## config.mk

```make
export PLATFORM = sky130hd
export DESIGN_NAME = mss_seq
export DESIGN_NICKNAME = d
export VERILOG_FILES = /design/src/include/mss_pkg.sv /design/src/rtl/mss_tick.sv /design/src/rtl/mss_seq.sv
export SDC_FILE = /design/constraint.sdc
export NUM_CORES = 1
export LEC_CHECK = 0
export ABC_AREA = 1
export BUFFER_PORTS_ARGS = -buffer_cell sky130_fd_sc_hd__buf_2
export CORE_MARGIN = 2
export CORE_UTILIZATION = 40
export CTS_BUF_LIST = sky130_fd_sc_hd__clkbuf_8
export DETAILED_ROUTE_END_ITERATION = 7
export PLACE_DENSITY = 0.58
export SYNTH_ARGS = -nofsm -noshare
export SYNTH_HDL_FRONTEND = slang
export SYNTH_HIERARCHICAL = 1
export SYNTH_SLANG_ARGS = --single-unit
export TNS_END_PERCENT = 5
```

## constraint.sdc

```tcl
create_clock -name aclk -period 6.1 [get_ports aclk]
set_input_delay 0.61 -clock aclk [delete_from_list [all_inputs] [get_ports aclk]]
set_output_delay 0.61 -clock aclk [all_outputs]
set_load 0.02 [all_outputs]
```

## src/include/mss_pkg.sv

```systemverilog
/*
 * Shared constants and types of the motor start/stop sequencer:
 * register map, parameter store layout with limits and defaults,
 * sequencer states, interrupt events and the state record.
 * Assumes a 25 MHz register clock and frequencies in 0.01 Hz units.
 */
package mss_pkg;

   // Clock and time base
   localparam int CLK_PERIOD_NS = 40;
   localparam int TICK_NS       = 1000000;
   localparam int TICK_CYC      = (TICK_NS + CLK_PERIOD_NS - 1) / CLK_PERIOD_NS;
   localparam int BRK_UNIT_MS   = 100;

   // Bus geometry
   localparam int ADDR_W = 8;
   localparam int IDX_LSB = 2;

   // Word indices; byte address is four times the index
   localparam logic [5:0] REG_CTRL    = 6'h00;
   localparam logic [5:0] REG_LOCK    = 6'h01;
   localparam logic [5:0] REG_PRM0    = 6'h02;
   localparam logic [5:0] REG_STATUS  = 6'h0f;
   localparam logic [5:0] REG_IRQ_STS = 6'h10;
   localparam logic [5:0] REG_IRQ_MSK = 6'h11;

   // Control register bits
   localparam int CTRL_RUN = 0;
   localparam int CTRL_REV = 1;

   // Status register fields
   localparam int ST_SUSP     = 5;
   localparam int ST_OUT_EN   = 6;
   localparam int ST_DCB_EN   = 7;
   localparam int ST_FWD      = 4;
   localparam int ST_FREQ_LSB = 16;

   // Parameter store
   localparam int NPRM       = 13;
   localparam int P_MAIN     = 0;
   localparam int P_STARTM   = 1;
   localparam int P_STOPM    = 2;
   localparam int P_STARTF   = 3;
   localparam int P_STOPF    = 4;
   localparam int P_SBC      = 5;
   localparam int P_SBT      = 6;
   localparam int P_PBC      = 7;
   localparam int P_PBT      = 8;
   localparam int P_BOOST    = 9;
   localparam int P_RAMP     = 10;
   localparam int P_TOP      = 11;
   localparam int P_OCL      = 12;

   // Index 12 first
   localparam logic [NPRM-1:0][15:0] PRM_DEF = {
      16'h0096, 16'h1388, 16'h0001, 16'h0032, 16'h0000, 16'h0064, 16'h0000,
      16'h0064, 16'h0032, 16'h0032, 16'h0000, 16'h0000, 16'h1388};
   localparam logic [NPRM-1:0][15:0] PRM_MIN = {
      16'h0000, 16'h0000, 16'h0001, 16'h0001, 16'h0000, 16'h0000, 16'h0000,
      16'h0000, 16'h000a, 16'h000a, 16'h0000, 16'h0000, 16'h0000};
   localparam logic [NPRM-1:0][15:0] PRM_MAX = {
      16'h00fa, 16'h9c40, 16'h03e8, 16'h00c8, 16'h00fa, 16'h0096, 16'h00fa,
      16'h0096, 16'h03e8, 16'h03e8, 16'h0001, 16'h0001, 16'h9c40};

   localparam logic [15:0] MODE_ALT = 16'h0001;

   // Interrupt events
   localparam int NEV       = 4;
   localparam int EV_START  = 0;
   localparam int EV_CAUGHT = 1;
   localparam int EV_STOP   = 2;
   localparam int EV_REFUSE = 3;

   localparam logic [1:0] RESP_OKAY   = 2'b00;
   localparam logic [1:0] RESP_SLVERR = 2'b10;

   typedef enum logic [2:0] {
      MSS_IDLE   = 3'b000,
      MSS_SBRK   = 3'b001,
      MSS_SEARCH = 3'b010,
      MSS_RUN    = 3'b011,
      MSS_DECEL  = 3'b100,
      MSS_PBRK   = 3'b101
   } mss_seq_t;

   typedef struct packed {
      logic        out_en;
      logic        out_fwd;
      logic [15:0] out_freq;
      logic        dcb_en;
      logic [7:0]  dcb_cur;
      logic [7:0]  boost;
   } mss_drive_t;

   typedef struct packed {
      logic                   aw_got;
      logic                   w_got;
      logic [ADDR_W-1:0]      awaddr;
      logic [31:0]            wdata;
      logic [3:0]             wstrb;
      logic                   bvalid;
      logic [1:0]             bresp;
      logic                   rvalid;
      logic [1:0]             rresp;
      logic [31:0]            rdata;
      logic                   run;
      logic                   rev;
      logic                   lock;
      logic [NPRM-1:0][15:0]  prm;
      logic [NEV-1:0]         irq_sts;
      logic [NEV-1:0]         irq_msk;
      mss_seq_t               seq;
      logic [15:0]            cnt;
      logic                   susp;
      logic [7:0]             cur_m;
      logic [7:0]             cur_s;
      logic [1:0]             match_m;
      logic [1:0]             match_s;
      mss_drive_t             drv;
   } mss_state_t;

endpackage

```

## src/rtl/mss_tick.sv

```systemverilog
/*
 * Time base divider: one-cycle enable pulse every DIV clocks.
 * Assumes a single clock domain and a synchronous active-low reset.
 */
`timescale 1ns/1ps
`default_nettype none

module mss_tick #(
   parameter int DIV = 25000
) (
   // Clock and reset
   input  wire logic aclk,
   input  wire logic aresetn,
   // Enable pulse
   output logic      tick
);

   localparam int CW = $clog2(DIV + 1);
   localparam logic [CW-1:0] LAST = CW'(DIV - 1);

   logic [CW-1:0] cnt_q;

   always_ff @(posedge aclk) begin
      if (!aresetn) begin
         cnt_q <= '0;
         tick  <= 1'b0;
      end else begin
         tick  <= (cnt_q == LAST);
         cnt_q <= (cnt_q == LAST) ? '0 : cnt_q + 1'b1;
      end
   end

endmodule

`default_nettype wire

```

## src/rtl/mss_seq.sv

```systemverilog
/*
 * Motor start/stop sequencer with AXI4-Lite register slave.
 * Holds the start/stop parameter store, runs pre-start braking,
 * plain or flying start, ramped or coasting stop and stop braking.
 * Assumes motor current, speed-match and rotation sense come from
 * pins outside the clock domain; they are synchronised here.
 */
// Behaviour
// Start mode 0 starts at start frequency; mode 1 performs flying start.
// Flying start takes the motor's sensed speed and direction and drives from there.
// Speed search sweeps output frequency from high down toward low.
// Search pauses while current exceeds follow level, resumes below it.
// Stop mode 0 ramps down; stop mode 1 coasts with output removed.
// Ramped stop lowers frequency at the ramp rate down to stop frequency.
// At stop frequency apply stop braking if enabled, else output off.
// Coasting stop removes output at once with no ramp.
// Start frequency ranges 0.10 to 10.00 Hz in 0.01 steps, default 0.5.
// Stop frequency ends the ramp; range 0.10 to 10.00, default 0.5.
// Start brake current 0 to 150 percent of rating, default 100.
// Start brake time 0 to 250; zero disables pre-start braking.
// Stop brake current 0 to 150 percent of rating, default 100.
// Stop brake time 0 to 250; zero disables stop braking.
// Torque boost 0.1 to 20 percent in 0.1 steps, default 5.
// Lock set refuses all parameter writes except lock and main frequency.
// Pre-start braking finishes before frequency output begins.
`timescale 1ns/1ps
`default_nettype none

module mss_seq
   import mss_pkg::*;
#(
   parameter int TICK_DIV = TICK_CYC
) (
   // Clock and reset
   input  wire logic              aclk,
   input  wire logic              aresetn,
   // AXI4-Lite write address
   input  wire logic [ADDR_W-1:0] awaddr,
   input  wire logic              awvalid,
   output logic                   awready,
   // AXI4-Lite write data
   input  wire logic [31:0]       wdata,
   input  wire logic [3:0]        wstrb,
   input  wire logic              wvalid,
   output logic                   wready,
   // AXI4-Lite write response
   output logic [1:0]             bresp,
   output logic                   bvalid,
   input  wire logic              bready,
   // AXI4-Lite read address
   input  wire logic [ADDR_W-1:0] araddr,
   input  wire logic              arvalid,
   output logic                   arready,
   // AXI4-Lite read data
   output logic [31:0]            rdata,
   output logic [1:0]             rresp,
   output logic                   rvalid,
   input  wire logic              rready,
   // Motor sense pins
   input  wire logic [7:0]        motor_current,
   input  wire logic              speed_match,
   input  wire logic              motor_fwd,
   // Power stage command
   output mss_drive_t             drive,
   // Interrupt
   output logic                   irq
);

   mss_state_t     s_q;
   mss_state_t     s_d;
   logic           tick;
   logic [NEV-1:0] ev;

   mss_tick #(
      .DIV (TICK_DIV)
   ) u_tick (
      .aclk    (aclk),
      .aresetn (aresetn),
      .tick    (tick)
   );

   function automatic logic [31:0] merge(input logic [31:0] old_v, input logic [31:0] new_v,
                                        input logic [3:0] strb);
      logic [31:0] r;
      r = old_v;
      for (int b = 0; b < 4; b++) begin
         if (strb[b]) begin
            r[8*b +: 8] = new_v[8*b +: 8];
         end
      end
      return r;
   endfunction

   function automatic logic [15:0] brk_load(input logic [15:0] t);
      return 16'(t * BRK_UNIT_MS);
   endfunction

   function automatic logic [15:0] step_down(input logic [15:0] f, input logic [15:0] st,
                                            input logic [15:0] floor_v);
      return (f > floor_v + st) ? 16'(f - st) : floor_v;
   endfunction

   function automatic logic [31:0] read_word(input mss_state_t s, input logic [5:0] idx);
      logic [31:0] r;
      r = '0;
      if (idx == REG_CTRL) begin
         r[CTRL_RUN] = s.run;
         r[CTRL_REV] = s.rev;
      end else if (idx == REG_LOCK) begin
         r[0] = s.lock;
      end else if (idx >= REG_PRM0 && idx < REG_STATUS) begin
         r[15:0] = s.prm[idx - REG_PRM0];
      end else if (idx == REG_STATUS) begin
         r[2:0]                    = s.seq;
         r[ST_FWD]                 = s.drv.out_fwd;
         r[ST_SUSP]                = s.susp;
         r[ST_OUT_EN]              = s.drv.out_en;
         r[ST_DCB_EN]              = s.drv.dcb_en;
         r[ST_FREQ_LSB +: 16]      = s.drv.out_freq;
      end else if (idx == REG_IRQ_STS) begin
         r[NEV-1:0] = s.irq_sts;
      end else if (idx == REG_IRQ_MSK) begin
         r[NEV-1:0] = s.irq_msk;
      end
      return r;
   endfunction

   function automatic logic idx_mapped(input logic [5:0] idx);
      return idx <= REG_IRQ_MSK;
   endfunction

   assign awready = !s_q.aw_got && !s_q.bvalid;
   assign wready  = !s_q.w_got && !s_q.bvalid;
   assign arready = !s_q.rvalid;
   assign bvalid  = s_q.bvalid;
   assign bresp   = s_q.bresp;
   assign rvalid  = s_q.rvalid;
   assign rresp   = s_q.rresp;
   assign rdata   = s_q.rdata;
   assign drive   = s_q.drv;
   assign irq     = |(s_q.irq_sts & s_q.irq_msk);

   always_comb begin
      logic [5:0]  widx;
      logic [5:0]  ridx;
      logic [31:0] wv;
      logic [3:0]  pi;
      logic [NEV-1:0] clr;
      logic        stop_now;
      logic        start_now;
      s_d       = s_q;
      ev        = '0;
      clr       = '0;
      stop_now  = 1'b0;
      start_now = 1'b0;
      widx      = s_q.awaddr[ADDR_W-1:IDX_LSB];
      ridx      = araddr[ADDR_W-1:IDX_LSB];
      wv        = merge(read_word(s_q, widx), s_q.wdata, s_q.wstrb);
      pi        = 4'(widx - REG_PRM0);

      // Pin inputs pass two flip-flops before anything reads them
      s_d.cur_m   = motor_current;
      s_d.cur_s   = s_q.cur_m;
      s_d.match_m = {motor_fwd, speed_match};
      s_d.match_s = s_q.match_m;

      // Read channel
      if (s_q.rvalid && rready) begin
         s_d.rvalid = 1'b0;
      end
      if (arvalid && arready) begin
         s_d.rvalid = 1'b1;
         s_d.rdata  = read_word(s_q, ridx);
         s_d.rresp  = idx_mapped(ridx) ? RESP_OKAY : RESP_SLVERR;
      end

      // Write channel: address and data taken in either order
      if (awvalid && awready) begin
         s_d.aw_got = 1'b1;
         s_d.awaddr = awaddr;
      end
      if (wvalid && wready) begin
         s_d.w_got = 1'b1;
         s_d.wdata = wdata;
         s_d.wstrb = wstrb;
      end
      if (s_q.bvalid && bready) begin
         s_d.bvalid = 1'b0;
      end
      if (s_q.aw_got && s_q.w_got && !s_q.bvalid) begin
         s_d.aw_got = 1'b0;
         s_d.w_got  = 1'b0;
         s_d.bvalid = 1'b1;
         s_d.bresp  = RESP_OKAY;
         if (widx == REG_CTRL) begin
            s_d.run = wv[CTRL_RUN];
            s_d.rev = wv[CTRL_REV];
         end else if (widx == REG_LOCK) begin
            s_d.lock = wv[0];
         end else if (widx >= REG_PRM0 && widx < REG_STATUS) begin
            // Refused writes still answer OKAY; the event flag reports them
            if (s_q.lock && pi != 4'(P_MAIN)) begin
               ev[EV_REFUSE] = 1'b1;
            end else if (wv[15:0] < PRM_MIN[pi] || wv[15:0] > PRM_MAX[pi]) begin
               ev[EV_REFUSE] = 1'b1;
            end else begin
               s_d.prm[pi] = wv[15:0];
            end
         end else if (widx == REG_IRQ_STS) begin
            clr = wv[NEV-1:0];
         end else if (widx == REG_IRQ_MSK) begin
            s_d.irq_msk = wv[NEV-1:0];
         end else if (widx != REG_STATUS) begin
            s_d.bresp = RESP_SLVERR;
         end
      end

      // Sequencer
      s_d.susp = 1'b0;
      unique case (s_q.seq)
         MSS_IDLE: begin
            if (s_q.run) begin
               if (s_q.prm[P_SBT] != '0) begin
                  s_d.seq = MSS_SBRK;
                  s_d.cnt = brk_load(s_q.prm[P_SBT]);
               end else begin
                  start_now = 1'b1;
               end
            end
         end
         MSS_SBRK: begin
            if (!s_q.run) begin
               s_d.seq = MSS_IDLE;
            end else if (tick) begin
               s_d.cnt = s_q.cnt - 1'b1;
               if (s_q.cnt <= 16'h0001) begin
                  start_now = 1'b1;
               end
            end
         end
         MSS_SEARCH: begin
            s_d.susp = s_q.cur_s > s_q.prm[P_OCL][7:0];
            if (!s_q.run) begin
               stop_now = 1'b1;
            end else if (s_q.match_s[0]) begin
               // Motor speed tracked: drive on from the caught state
               s_d.seq         = MSS_RUN;
               s_d.drv.out_fwd = s_q.match_s[1];
               ev[EV_CAUGHT]   = 1'b1;
            end else if (tick && !s_d.susp) begin
               s_d.drv.out_freq = step_down(s_q.drv.out_freq, s_q.prm[P_RAMP],
                                            s_q.prm[P_STARTF]);
               // Nothing caught down to the floor: treat the motor as standing
               if (s_q.drv.out_freq == s_q.prm[P_STARTF]) begin
                  s_d.seq       = MSS_RUN;
                  ev[EV_CAUGHT] = 1'b1;
               end
            end
         end
         MSS_RUN: begin
            if (!s_q.run) begin
               stop_now = 1'b1;
            end else if (tick) begin
               if (s_q.drv.out_freq > s_q.prm[P_MAIN]) begin
                  s_d.drv.out_freq = step_down(s_q.drv.out_freq, s_q.prm[P_RAMP], s_q.prm[P_MAIN]);
               end else if (s_q.prm[P_MAIN] > s_q.drv.out_freq + s_q.prm[P_RAMP]) begin
                  s_d.drv.out_freq = 16'(s_q.drv.out_freq + s_q.prm[P_RAMP]);
               end else begin
                  s_d.drv.out_freq = s_q.prm[P_MAIN];
               end
            end
         end
         MSS_DECEL: begin
            if (s_q.run) begin
               s_d.seq = MSS_RUN;
            end else if (s_q.drv.out_freq <= s_q.prm[P_STOPF]) begin
               if (s_q.prm[P_PBT] != '0) begin
                  s_d.seq = MSS_PBRK;
                  s_d.cnt = brk_load(s_q.prm[P_PBT]);
               end else begin
                  s_d.seq      = MSS_IDLE;
                  ev[EV_STOP]  = 1'b1;
               end
            end else if (tick) begin
               s_d.drv.out_freq = step_down(s_q.drv.out_freq, s_q.prm[P_RAMP],
                                            s_q.prm[P_STOPF]);
            end
         end
         MSS_PBRK: begin
            // A new run command waits until the stop brake has ended
            if (tick) begin
               s_d.cnt = s_q.cnt - 1'b1;
               if (s_q.cnt <= 16'h0001) begin
                  s_d.seq     = MSS_IDLE;
                  ev[EV_STOP] = 1'b1;
               end
            end
         end
         default: begin
            s_d.seq = MSS_IDLE;
         end
      endcase

      if (start_now) begin
         ev[EV_START]    = 1'b1;
         s_d.drv.out_fwd = !s_q.rev;
         if (s_q.prm[P_STARTM] == MODE_ALT) begin
            s_d.seq          = MSS_SEARCH;
            s_d.drv.out_freq = s_q.prm[P_TOP];
         end else begin
            s_d.seq          = MSS_RUN;
            s_d.drv.out_freq = s_q.prm[P_STARTF];
         end
      end
      if (stop_now) begin
         if (s_q.prm[P_STOPM] == MODE_ALT) begin
            s_d.seq     = MSS_IDLE;
            ev[EV_STOP] = 1'b1;
         end else begin
            s_d.seq = MSS_DECEL;
         end
      end

      // Drive outputs registered from the next state
      s_d.drv.out_en  = (s_d.seq == MSS_SEARCH) || (s_d.seq == MSS_RUN) || (s_d.seq == MSS_DECEL);
      s_d.drv.dcb_en  = (s_d.seq == MSS_SBRK) || (s_d.seq == MSS_PBRK);
      s_d.drv.dcb_cur = (s_d.seq == MSS_SBRK) ? s_q.prm[P_SBC][7:0] :
                        (s_d.seq == MSS_PBRK) ? s_q.prm[P_PBC][7:0] : 8'h00;
      s_d.drv.boost   = s_d.drv.out_en ? s_q.prm[P_BOOST][7:0] : 8'h00;
      if (!s_d.drv.out_en) begin
         s_d.drv.out_freq = '0;
      end

      // Set wins over a clear in the same cycle
      s_d.irq_sts = (s_q.irq_sts & ~clr) | ev;
   end

   always_ff @(posedge aclk) begin
      if (!aresetn) begin
         s_q     <= '0;
         s_q.prm <= PRM_DEF;
      end else begin
         s_q <= s_d;
      end
   end

endmodule

`default_nettype wire

```

; ---- Yosys cells after proc, flatten, opt, wreduce, memory -nomap -nowiden
; Memory sizes are Yosys's and may differ from the RTL's.
; Cells that the tools add are included.
[word_totals]
reg_bits = 376
romBits = 512
in_bits = 69
out_inout_bits = 77
wordCells = 298
memories = 2
[op_classes]
add_sub_neg = 9
multipliers = 2
magnitude_cmp = 19
eq_ne = 39
muxes = 123
n_bitwise = 11
n_reduce_logical = 50
[memory_table]
columns = memory, depth, width, rd, rd_ports_with_merged_regs, wr, line
row1 = (name not given), 16, 16, 1, 0, 0, mss_seq.sv:204  ; end else if (wv[15:0] < PRM_MIN[pi] || wv[15:0] > PRM_MAX[pi]) begin
row2 = (name not given), 16, 16, 1, 0, 0, mss_seq.sv:204
[ops]
columns = cell, count
row1 = 16-bit 2-to-1 mux, 24
row2 = 208-bit bitwise mux, 1
row3 = 16-bit binary-select mux with 4-bit select, 2
row4 = 16-bit > comparator, 6
row5 = 19-bit 2-to-1 mux, 4
row6 = 16-bit adder, 4
row7 = 16-bit demux with 4-bit select, 1
row8 = 8-bit 2-to-1 mux, 8
row9 = 16-bit one-hot mux with 4 select lines, 1
row10 = 4-bit 2-to-1 mux, 15
row11 = 16-bit one-hot mux with 3 select lines, 1
row12 = 3-bit 2-to-1 mux, 14
row13 = 35-bit 2-to-1 mux, 1
row14 = 17-bit 2-to-1 mux, 2
row15 = 1-bit 2-to-1 mux, 33
row16 = 16-bit by 1-bit equality test with 1-bit output (second input constant), 2
row17 = 16-bit by 5-bit multiplier with 14-bit output (second input constant), 2
row18 = 16-bit nonzero test, 2
row19 = 31-bit 2-to-1 mux, 1
row20 = 30-bit 2-to-1 mux, 1
row21 = 6-bit by 5-bit equality test with 1-bit output (second input constant), 4
row22 = 2-bit 2-to-1 mux, 9
row23 = 3-bit != test (second input constant), 6
row24 = 3-bit one-hot mux with 6 select lines, 1
row25 = 45 further kinds, 108

; ---- Depth between registers and ports, before layout
; Gate-level depths: netlist (run 1).
[depth]
depth_word = 21
depth_mapped = 34
depth_no_buf = 32

; ---- By module
; Netlist (run 1), hierarchy kept.
[modules_own_cells]
columns = mod, instances, cells_per_inst, area_each_um2, seq_area_each_um2
row1 = mss_seq, 1, 4421, 28716.3, 7126.8
row2 = mss_tick, 1, 116, 793.3, 320.3

; ---- Worst setup path after synthesis (run 1)
; No wires, ideal clock.
[synth_timing]
path_type = register to register
start = register s_q[371] in the netlist's numbering
end = register s_q[222] in the netlist's numbering
setup_ns = 0.113
t_arrival_ns = 4.211
t_required_ns = 5.987
setup_slack_ns = 1.776
stages_incl_launch_ff = 32
path_buffers = 7
period_less_slack_ns = 4.324
cell_sequence = dfxtp_1 -> buf_4 -> inv_2 -> buf_2 -> buf_2 -> ha_1 -> inv_2 -> nor2_4 -> buf_4 -> inv_1 -> o21ai_0 -> a221oi_1 -> nand2_1 -> nand3_1 -> o21ai_0 -> inv_1 -> clkbuf_1 -> ha_1 -> nand3_1 -> nand2_1 -> inv_1 -> nand2_1 -> nand2_1 -> nand2_1 -> nand2_1 -> nand2_1 -> nand2_2 -> buf_8 -> nand4_4 -> buf_2 -> nor2_1 -> nor2_1
[synth_via]
elab_chain_len = 16
elab_cells_between_ends = 48
classes_between = add/sub: 1 / order compare: 6 / eq/ne: 4 / mux: 24 / bitwise: 4 / reduce/logical: 7 / memory: 2
[synth_rtl]
columns = element, line
row1 = "start, declared", mss_seq.sv:69  ; mss_state_t s_q;
row2 = "parallel branches: the longest is 16 deep, another holds 16-bit less-than comparator", --
; Several ways; the timed one is not identified. The select of a mux whose other input is x is not followed.
; A chain may end at the register's enable or synchronous reset.

; ---- Worst setup path in the final report (run 1)
[layout_timing]
start = register s_q[371] in the netlist's numbering
end = register s_q[246] in the netlist's numbering
; The elaborated chain is that of the path after synthesis.

==> results.yml, run 1 <==
sta:
  fmax_ghz: 0.184
  period_share_pct: 89.1
  finalClockSkew_ns: 0.0520
  hold_violations: 0
  hold-worst-slack_ns: 0.131
  finalWorstPathRequiredPeriod_ns: 5.44
  worst_pin_slew_ns: 1.18
  slew_headroom_pct: 21.4
  final_max_slew_viol_count: 0
  setup_viol_count_final: 0
  rsz0062_at_grt: "false"
  setup_tns_ns: 0
power:
  p_int_mw: 4.37
  peakVddDrop_mv: 0.152
  total_power_mw: 6.59
  clkPwrFrac_pct: 42.3
  power_switching_mw: 2.22
  p_seq_share_pct: 38.1
  p_leak_nw: 16.4
  p_comb_share_pct: 19.6
  swShare_pct: 33.7
  powerDensity_nw_per_um2: 205
grt:
  grt_use_met3_pct: 5.53
  grtUsageMet2_pct: 49.3
  grt_pass1_vias: 27700
  grt-ovfl-total: 0
  grt_max_degree: 168
  top_usage_layer: "met2"
  met1_usage_pct: 40.8
  grt_pass1_wl_mm: 178
  grtUsageTotal_pct: 31.3
  antenna_found_initial: 2
floorplan:
  core_area_um2: 73000
  fp.dieW_um: 276
  rows: 99
  die_y_um: 276
  initial_utilization_pct: 40.4
  dieArea_um2: 76000
  boundaryPins: 146
final_layout:
  syn_to_final_growth_pct: 8.67
  final_cells: 5553
  layout-drive-gt1-share_pct: 8.41
  fin_nets: 4900
synthesis:
  avgSynthCellArea_um2: 6.50
  synth-edff-count: 0
  synth_area_leaders: "dfxtp_1, nand2_1, ha_1, nor2_1, inv_1"
  ys_seq_area_share_pct: 25.2
  ys_types: 63
  ys.flop_type: "dfxtp_1"
  ys_ff_latch: 372
  synth_top_area_share_pct: 25.2
  ys.warnings.count: 6
  synth_area_um2: 29500
  ys_async_sr_fraction_pct: 0
  synthCells: 4537
  synth_common_cells: "nand2_1, nor2_1, inv_1"
  synth_most_common_cell: "nand2_1"
  synth_top_area_cell: "dfxtp_1"
critical_path:
  path_cells: "inv_2, ha_1, inv_1, nand2_1, nand2_1, nor2_4, inv_1, nor2_1, inv_1, o21ai_0, inv_1, ha_1, nand2_1, nor2_1, a211oi_1, nor3_1, nor2_1, nand2_1, nand2_2, nand4_4, nand2_1, nand2_1, nor2_1"
  cpPeakStageDelay_ns: 0.69
  crit_slowest_cell: "nand4_4"
  critPathCaptureType: "flip-flop"
  critPathRequiredTime_ns: 6.70
  worstSetupPathType: "flip-flop to flip-flop"
  crit_top_cell: "nand2_1"
  cp_top_family: "simple AND/OR/NAND/NOR gates"
  critPathBufInv: 5
  worstPathArrival_ns: 6.04
  worst-path-max-fanout: 32
  cp-start-kind: "flip-flop"
route:
  totalWireLength_mm: 121
  drt-vias-per-instance: 5.52
  drt-wirelength-per-cell_um: 21.9
  drt_iter0_drc: 3088
  antenna_left: 0
  vias: 30700
  drc: 0
  drtPass1Iterations: 6
placed_design:
  dp_hpwl_mm: 91.9
  portBuffers: 121
  gp_congestion: 1.01
  dp_cells: 5420
clock_tree:
  cts_tree: "built"
  cts_resized: 0
  numClockSinks: 372
  htreeDepth: 3
  clk_transition_reported_paths_ns: 0.06
  post_cts_buffers: 0
  clock_path_buffers: 3
  cts_buffers: 74
  clock_latency_ns: 0.68
  root_buffer: "clkbuf_8"
  ctsHoldBuffers: 0
hold_path:
  min_path_type: "primary input to flip-flop"
outcome:
  status: "complete, no violations"
flow_run:
  drv_cap: 0
metrics by stage:
step	utilization (%)	setup WS, ns	instance area (um2)
floorplan	-	1.78	29500
global placement	41.8	0.825	30500
detailed placement	41.8	0.733	30500
CTS	43.9	0.725	32100
global route	43.9	0.289	32100
finish	44.0	0.663	32100
worst reg2reg max path, delay by kind of cell (launching register included):
family	cells	cell delay [ns]
simple gates	14	3.15
compound gates	2	0.33
buf+inv	5	0.95
flops	1	0.32
fa+ha+maj	2	0.63
final timing paths:
check | start | end | slack, ns | depth (start not counted)
worst min register to register | s_d[40]$_SDFF_PN0_ | s_q[40]$_SDFF_PN0_ | 0.41 | 2
worst max register to register | s_q[371]$_SDFFE_PN0P_ | s_q[246]$_SDFFE_PN0P_ | 0.66 | 23
worst min-delay path | motor_fwd | s_d[36]$_SDFF_PN0_ | 0.13 | 3
worst max-delay path | s_q[371]$_SDFFE_PN0P_ | s_q[246]$_SDFFE_PN0P_ | 0.66 | 23
power groups by stage:
| stage | logic, mW | clock network, mW | registers (mW) |
|---|---|---|---|
| after global placement | 1.25 | 0 | 2.56 |
| after floorplan | 0.846 | 0 | 2.54 |
| final | 1.29 | 2.79 | 2.51 |
| after detailed placement | 1.25 | 0 | 2.56 |
| after global routing | 1.38 | 2.94 | 2.51 |
| after CTS | 1.25 | 2.83 | 2.51 |
final cells by class:
cell class              count  area (um2)
diodes                      2        5.00
clock buffers              98        1350
clock inverters            33         248
fillers                  7832       40900
inverters                 567        2130
multi-input cells        3320       18400
flip-flops and latches    372        7450
well taps                 959        1200
repair buffers            202        1250
flip-flops by register name, summed over array words and instances, names as in the netlist, 10 cells and up:
name	flops
drive	35
rdata	32
s_d	10
s_q	275
u_tick/cnt_q	15
layer usage:
metal	wire, um	part of all wire (%)	vias to the layer above
met5	0	0	-
met4	6980	5.7	0
met3	10500	8.7	271
met2	53400	44	1362
met1	50600	42	14300
li1	-	-	14800
layout by cell type, fill, tap and decap left out, types with 30 or more instances in the layout:
| cell type | netlist | layout |
|---|---|---|
| a21oi_1 | 356 | 356 |
| a31oi_1 | 30 | 30 |
| buf_2 | 49 | 120 |
| buf_4 | 89 | 79 |
| clkbuf_8 | 0 | 99 |
| dfxtp_1 | 372 | 370 |
| ha_1 | 273 | 273 |
| inv_1 | 551 | 561 |
| nand2_1 | 991 | 991 |
| nand3_1 | 167 | 167 |
| nand4_1 | 69 | 69 |
| nor2_1 | 669 | 667 |
| nor3_1 | 39 | 39 |
| o211ai_1 | 66 | 66 |
| o21ai_0 | 265 | 265 |
| o221ai_1 | 34 | 34 |
| o22ai_1 | 38 | 38 |
| xnor2_1 | 42 | 41 |
| xor2_1 | 69 | 69 |
logic make-up (layout without fill, tap and decap cells):
group	after synthesis	count (layout)	synth area share (%)
XOR/XNOR	111	111	3.29
flip-flops	372	372	25.2
adder cells (fa/ha/maj)	294	294	13.0
buffers and inverters	846	900	12.4
other	1	4	0.0127
AO/OA/AOI/OAI	912	912	17.9
AND/OR/NAND/NOR	2001	2001	28.1
No activity file was read; power rests on OpenSTA's default activity.
==> run 2, diff against run 1 <==
Settings changed: BUFFER_PORTS_ARGS -buffer_cell sky130_fd_sc_hd__buf_2 to -buffer_cell sky130_fd_sc_hd__clkbuf_2.
==> results.yml, run 2 (synthesis gave the netlist of run 1 again) <==
sta:
  hold-worst-slack_ns: 0.116
  worst_slack_ns: 0.589
  setup_viol_count_final: 0
  finalClockSkew_ns: 0.0450
  worst_pin_slew_ns: 1.22
  final_max_slew_viol_count: 0
  period_share_pct: 90.3
  setup_tns_ns: 0
  hold_violations: 0
  rsz0062_at_grt: "false"
  finalWorstPathRequiredPeriod_ns: 5.51
  slew_headroom_pct: 18.8
  fmax_ghz: 0.181
critical_path:
  r2r_slack_ns: 0.59
  worstSetupPathType: "flip-flop to flip-flop"
  cp-start-kind: "flip-flop"
  critPathRequiredTime_ns: 6.68
  worst-path-max-fanout: 32
  critPathCaptureType: "flip-flop"
  worstPathArrival_ns: 6.09
floorplan:
  core_area_um2: 73000
  rows: 99
  dieArea_um2: 76000
  die_y_um: 276
  boundaryPins: 146
  fp.dieW_um: 276
  initial_utilization_pct: 40.4
clock_tree:
  numClockSinks: 372
  root_buffer: "clkbuf_8"
  clock_path_buffers: 3
  clock_latency_ns: 0.69
  clk_transition_reported_paths_ns: 0.06
  htreeDepth: 3
  post_cts_buffers: 0
  cts_resized: 0
  ctsHoldBuffers: 0
  cts_buffers: 72
  cts_tree: "built"
outcome:
  failed_checks: "design-rule violations"
  status: "complete, but fails checks"
route:
  antenna_left: 0
  drc: 1
  vias: 30700
  drt-wirelength-per-cell_um: 21.7
  drt_iter0_drc: 3482
  drtPass1Iterations: 8
  drt-vias-per-instance: 5.53
  totalWireLength_mm: 121
grt:
  grt-ovfl-total: 0
  grt_pass1_vias: 28000
  grt_max_degree: 117
  grt_pass1_wl_mm: 176
  grtUsageTotal_pct: 31.0
  antenna_found_initial: 1
final_layout:
  multiInputGateArea_um2: 18400
  seqCellArea_um2: 7450
  syn_to_final_growth_pct: 8.34
  final_common_cell: "nand2_1"
  largest-register: "s_q"
  final_cells: 5551
  fill_cells: 7850
  largest_reg_flops: 275
  layout-drive-gt1-share_pct: 8.36
  fin_nets: 4902
  final_cell_mix: "nand2_1, nor2_1, inv_1"
  antenna_cells: 0
flow_run:
  drv_cap: 0
placed_design:
  dp_hpwl_mm: 91.3
  pre_cts_ws_ns: 0.783
  gp_congestion: 1.02
  portBuffers: 121
  dp_cells: 5424
power:
  total_power_mw: 6.45
  peakVddDrop_mv: 0.132
  powerDensity_nw_per_um2: 202
  p_leak_nw: 16.3
hold_path:
  min_path_type: "primary input to flip-flop"
==> run 2: area by class of cell <==
type / instances / share of cell area, %
clock inverter: 37 / 0.787
sequential: 372 / 23.3
timing repair buffer: 206 / 3.96
tap: 959 / 3.75
clock buffer: 90 / 3.87
multi-input combinational: 3320 / 57.7
inverter: 567 / 6.66
==> run 2: where the power goes <==
group,switching [mW],internal [mW]
Clock,1.23,1.43
Sequential,0.0389,2.47
Combinational,0.961,0.330
Total,2.23,4.22
==> run 2: final timing paths <==
check	startpoint	endpoint	depth (start not counted)
max reg2reg	s_q[372]$_SDFFE_PN0P_	s_q[248]$_SDFFE_PN0P_	22
min	motor_current[1]	s_d[40]$_SDFF_PN0_	3
min reg2reg	s_d[43]$_SDFF_PN0_	s_q[43]$_SDFF_PN0_	2
max	s_q[372]$_SDFFE_PN0P_	s_q[248]$_SDFFE_PN0P_	22
==> run 2: metrics by stage <==
step | cell area (um2) | utilization (%)
global placement | 30500 | 41.8
global route | 32000 | 43.8
finish | 32000 | 43.8
floorplan | 29500 | -
CTS | 32000 | 43.8
detailed placement | 30500 | 41.8
==> run 2: critical path, stage by stage (launching register included) <==
cell and delay, ns:
dfxtp_1 0.38, inv_1 0.14, ha_1 0.45, inv_2 0.11
nor2_4 0.58, nand2_1 0.12, nand2_1 0.12, inv_1 0.05
nand3_1 0.06, nand2_1 0.05, nand2_1 0.28, clkinv_1 0.48
ha_1 0.46, a21oi_1 0.15, nor2_1 0.05, a211oi_1 0.19
nand2_1 0.08, nand2_1 0.06, nand2_1 0.07, nand2_2 0.43
nand4_4 0.68, o21bai_1 0.35, nor2_1 0.06
==> run 2: routing by layer <==
layer	vias up	wire length (um)	global-route usage [%]
met1	14200	49800	40.2
li1	14800	-	-
met2	1470	53100	49.0
met3	295	11000	6.04
met4	2	6620	15.4
met5	-	13	0
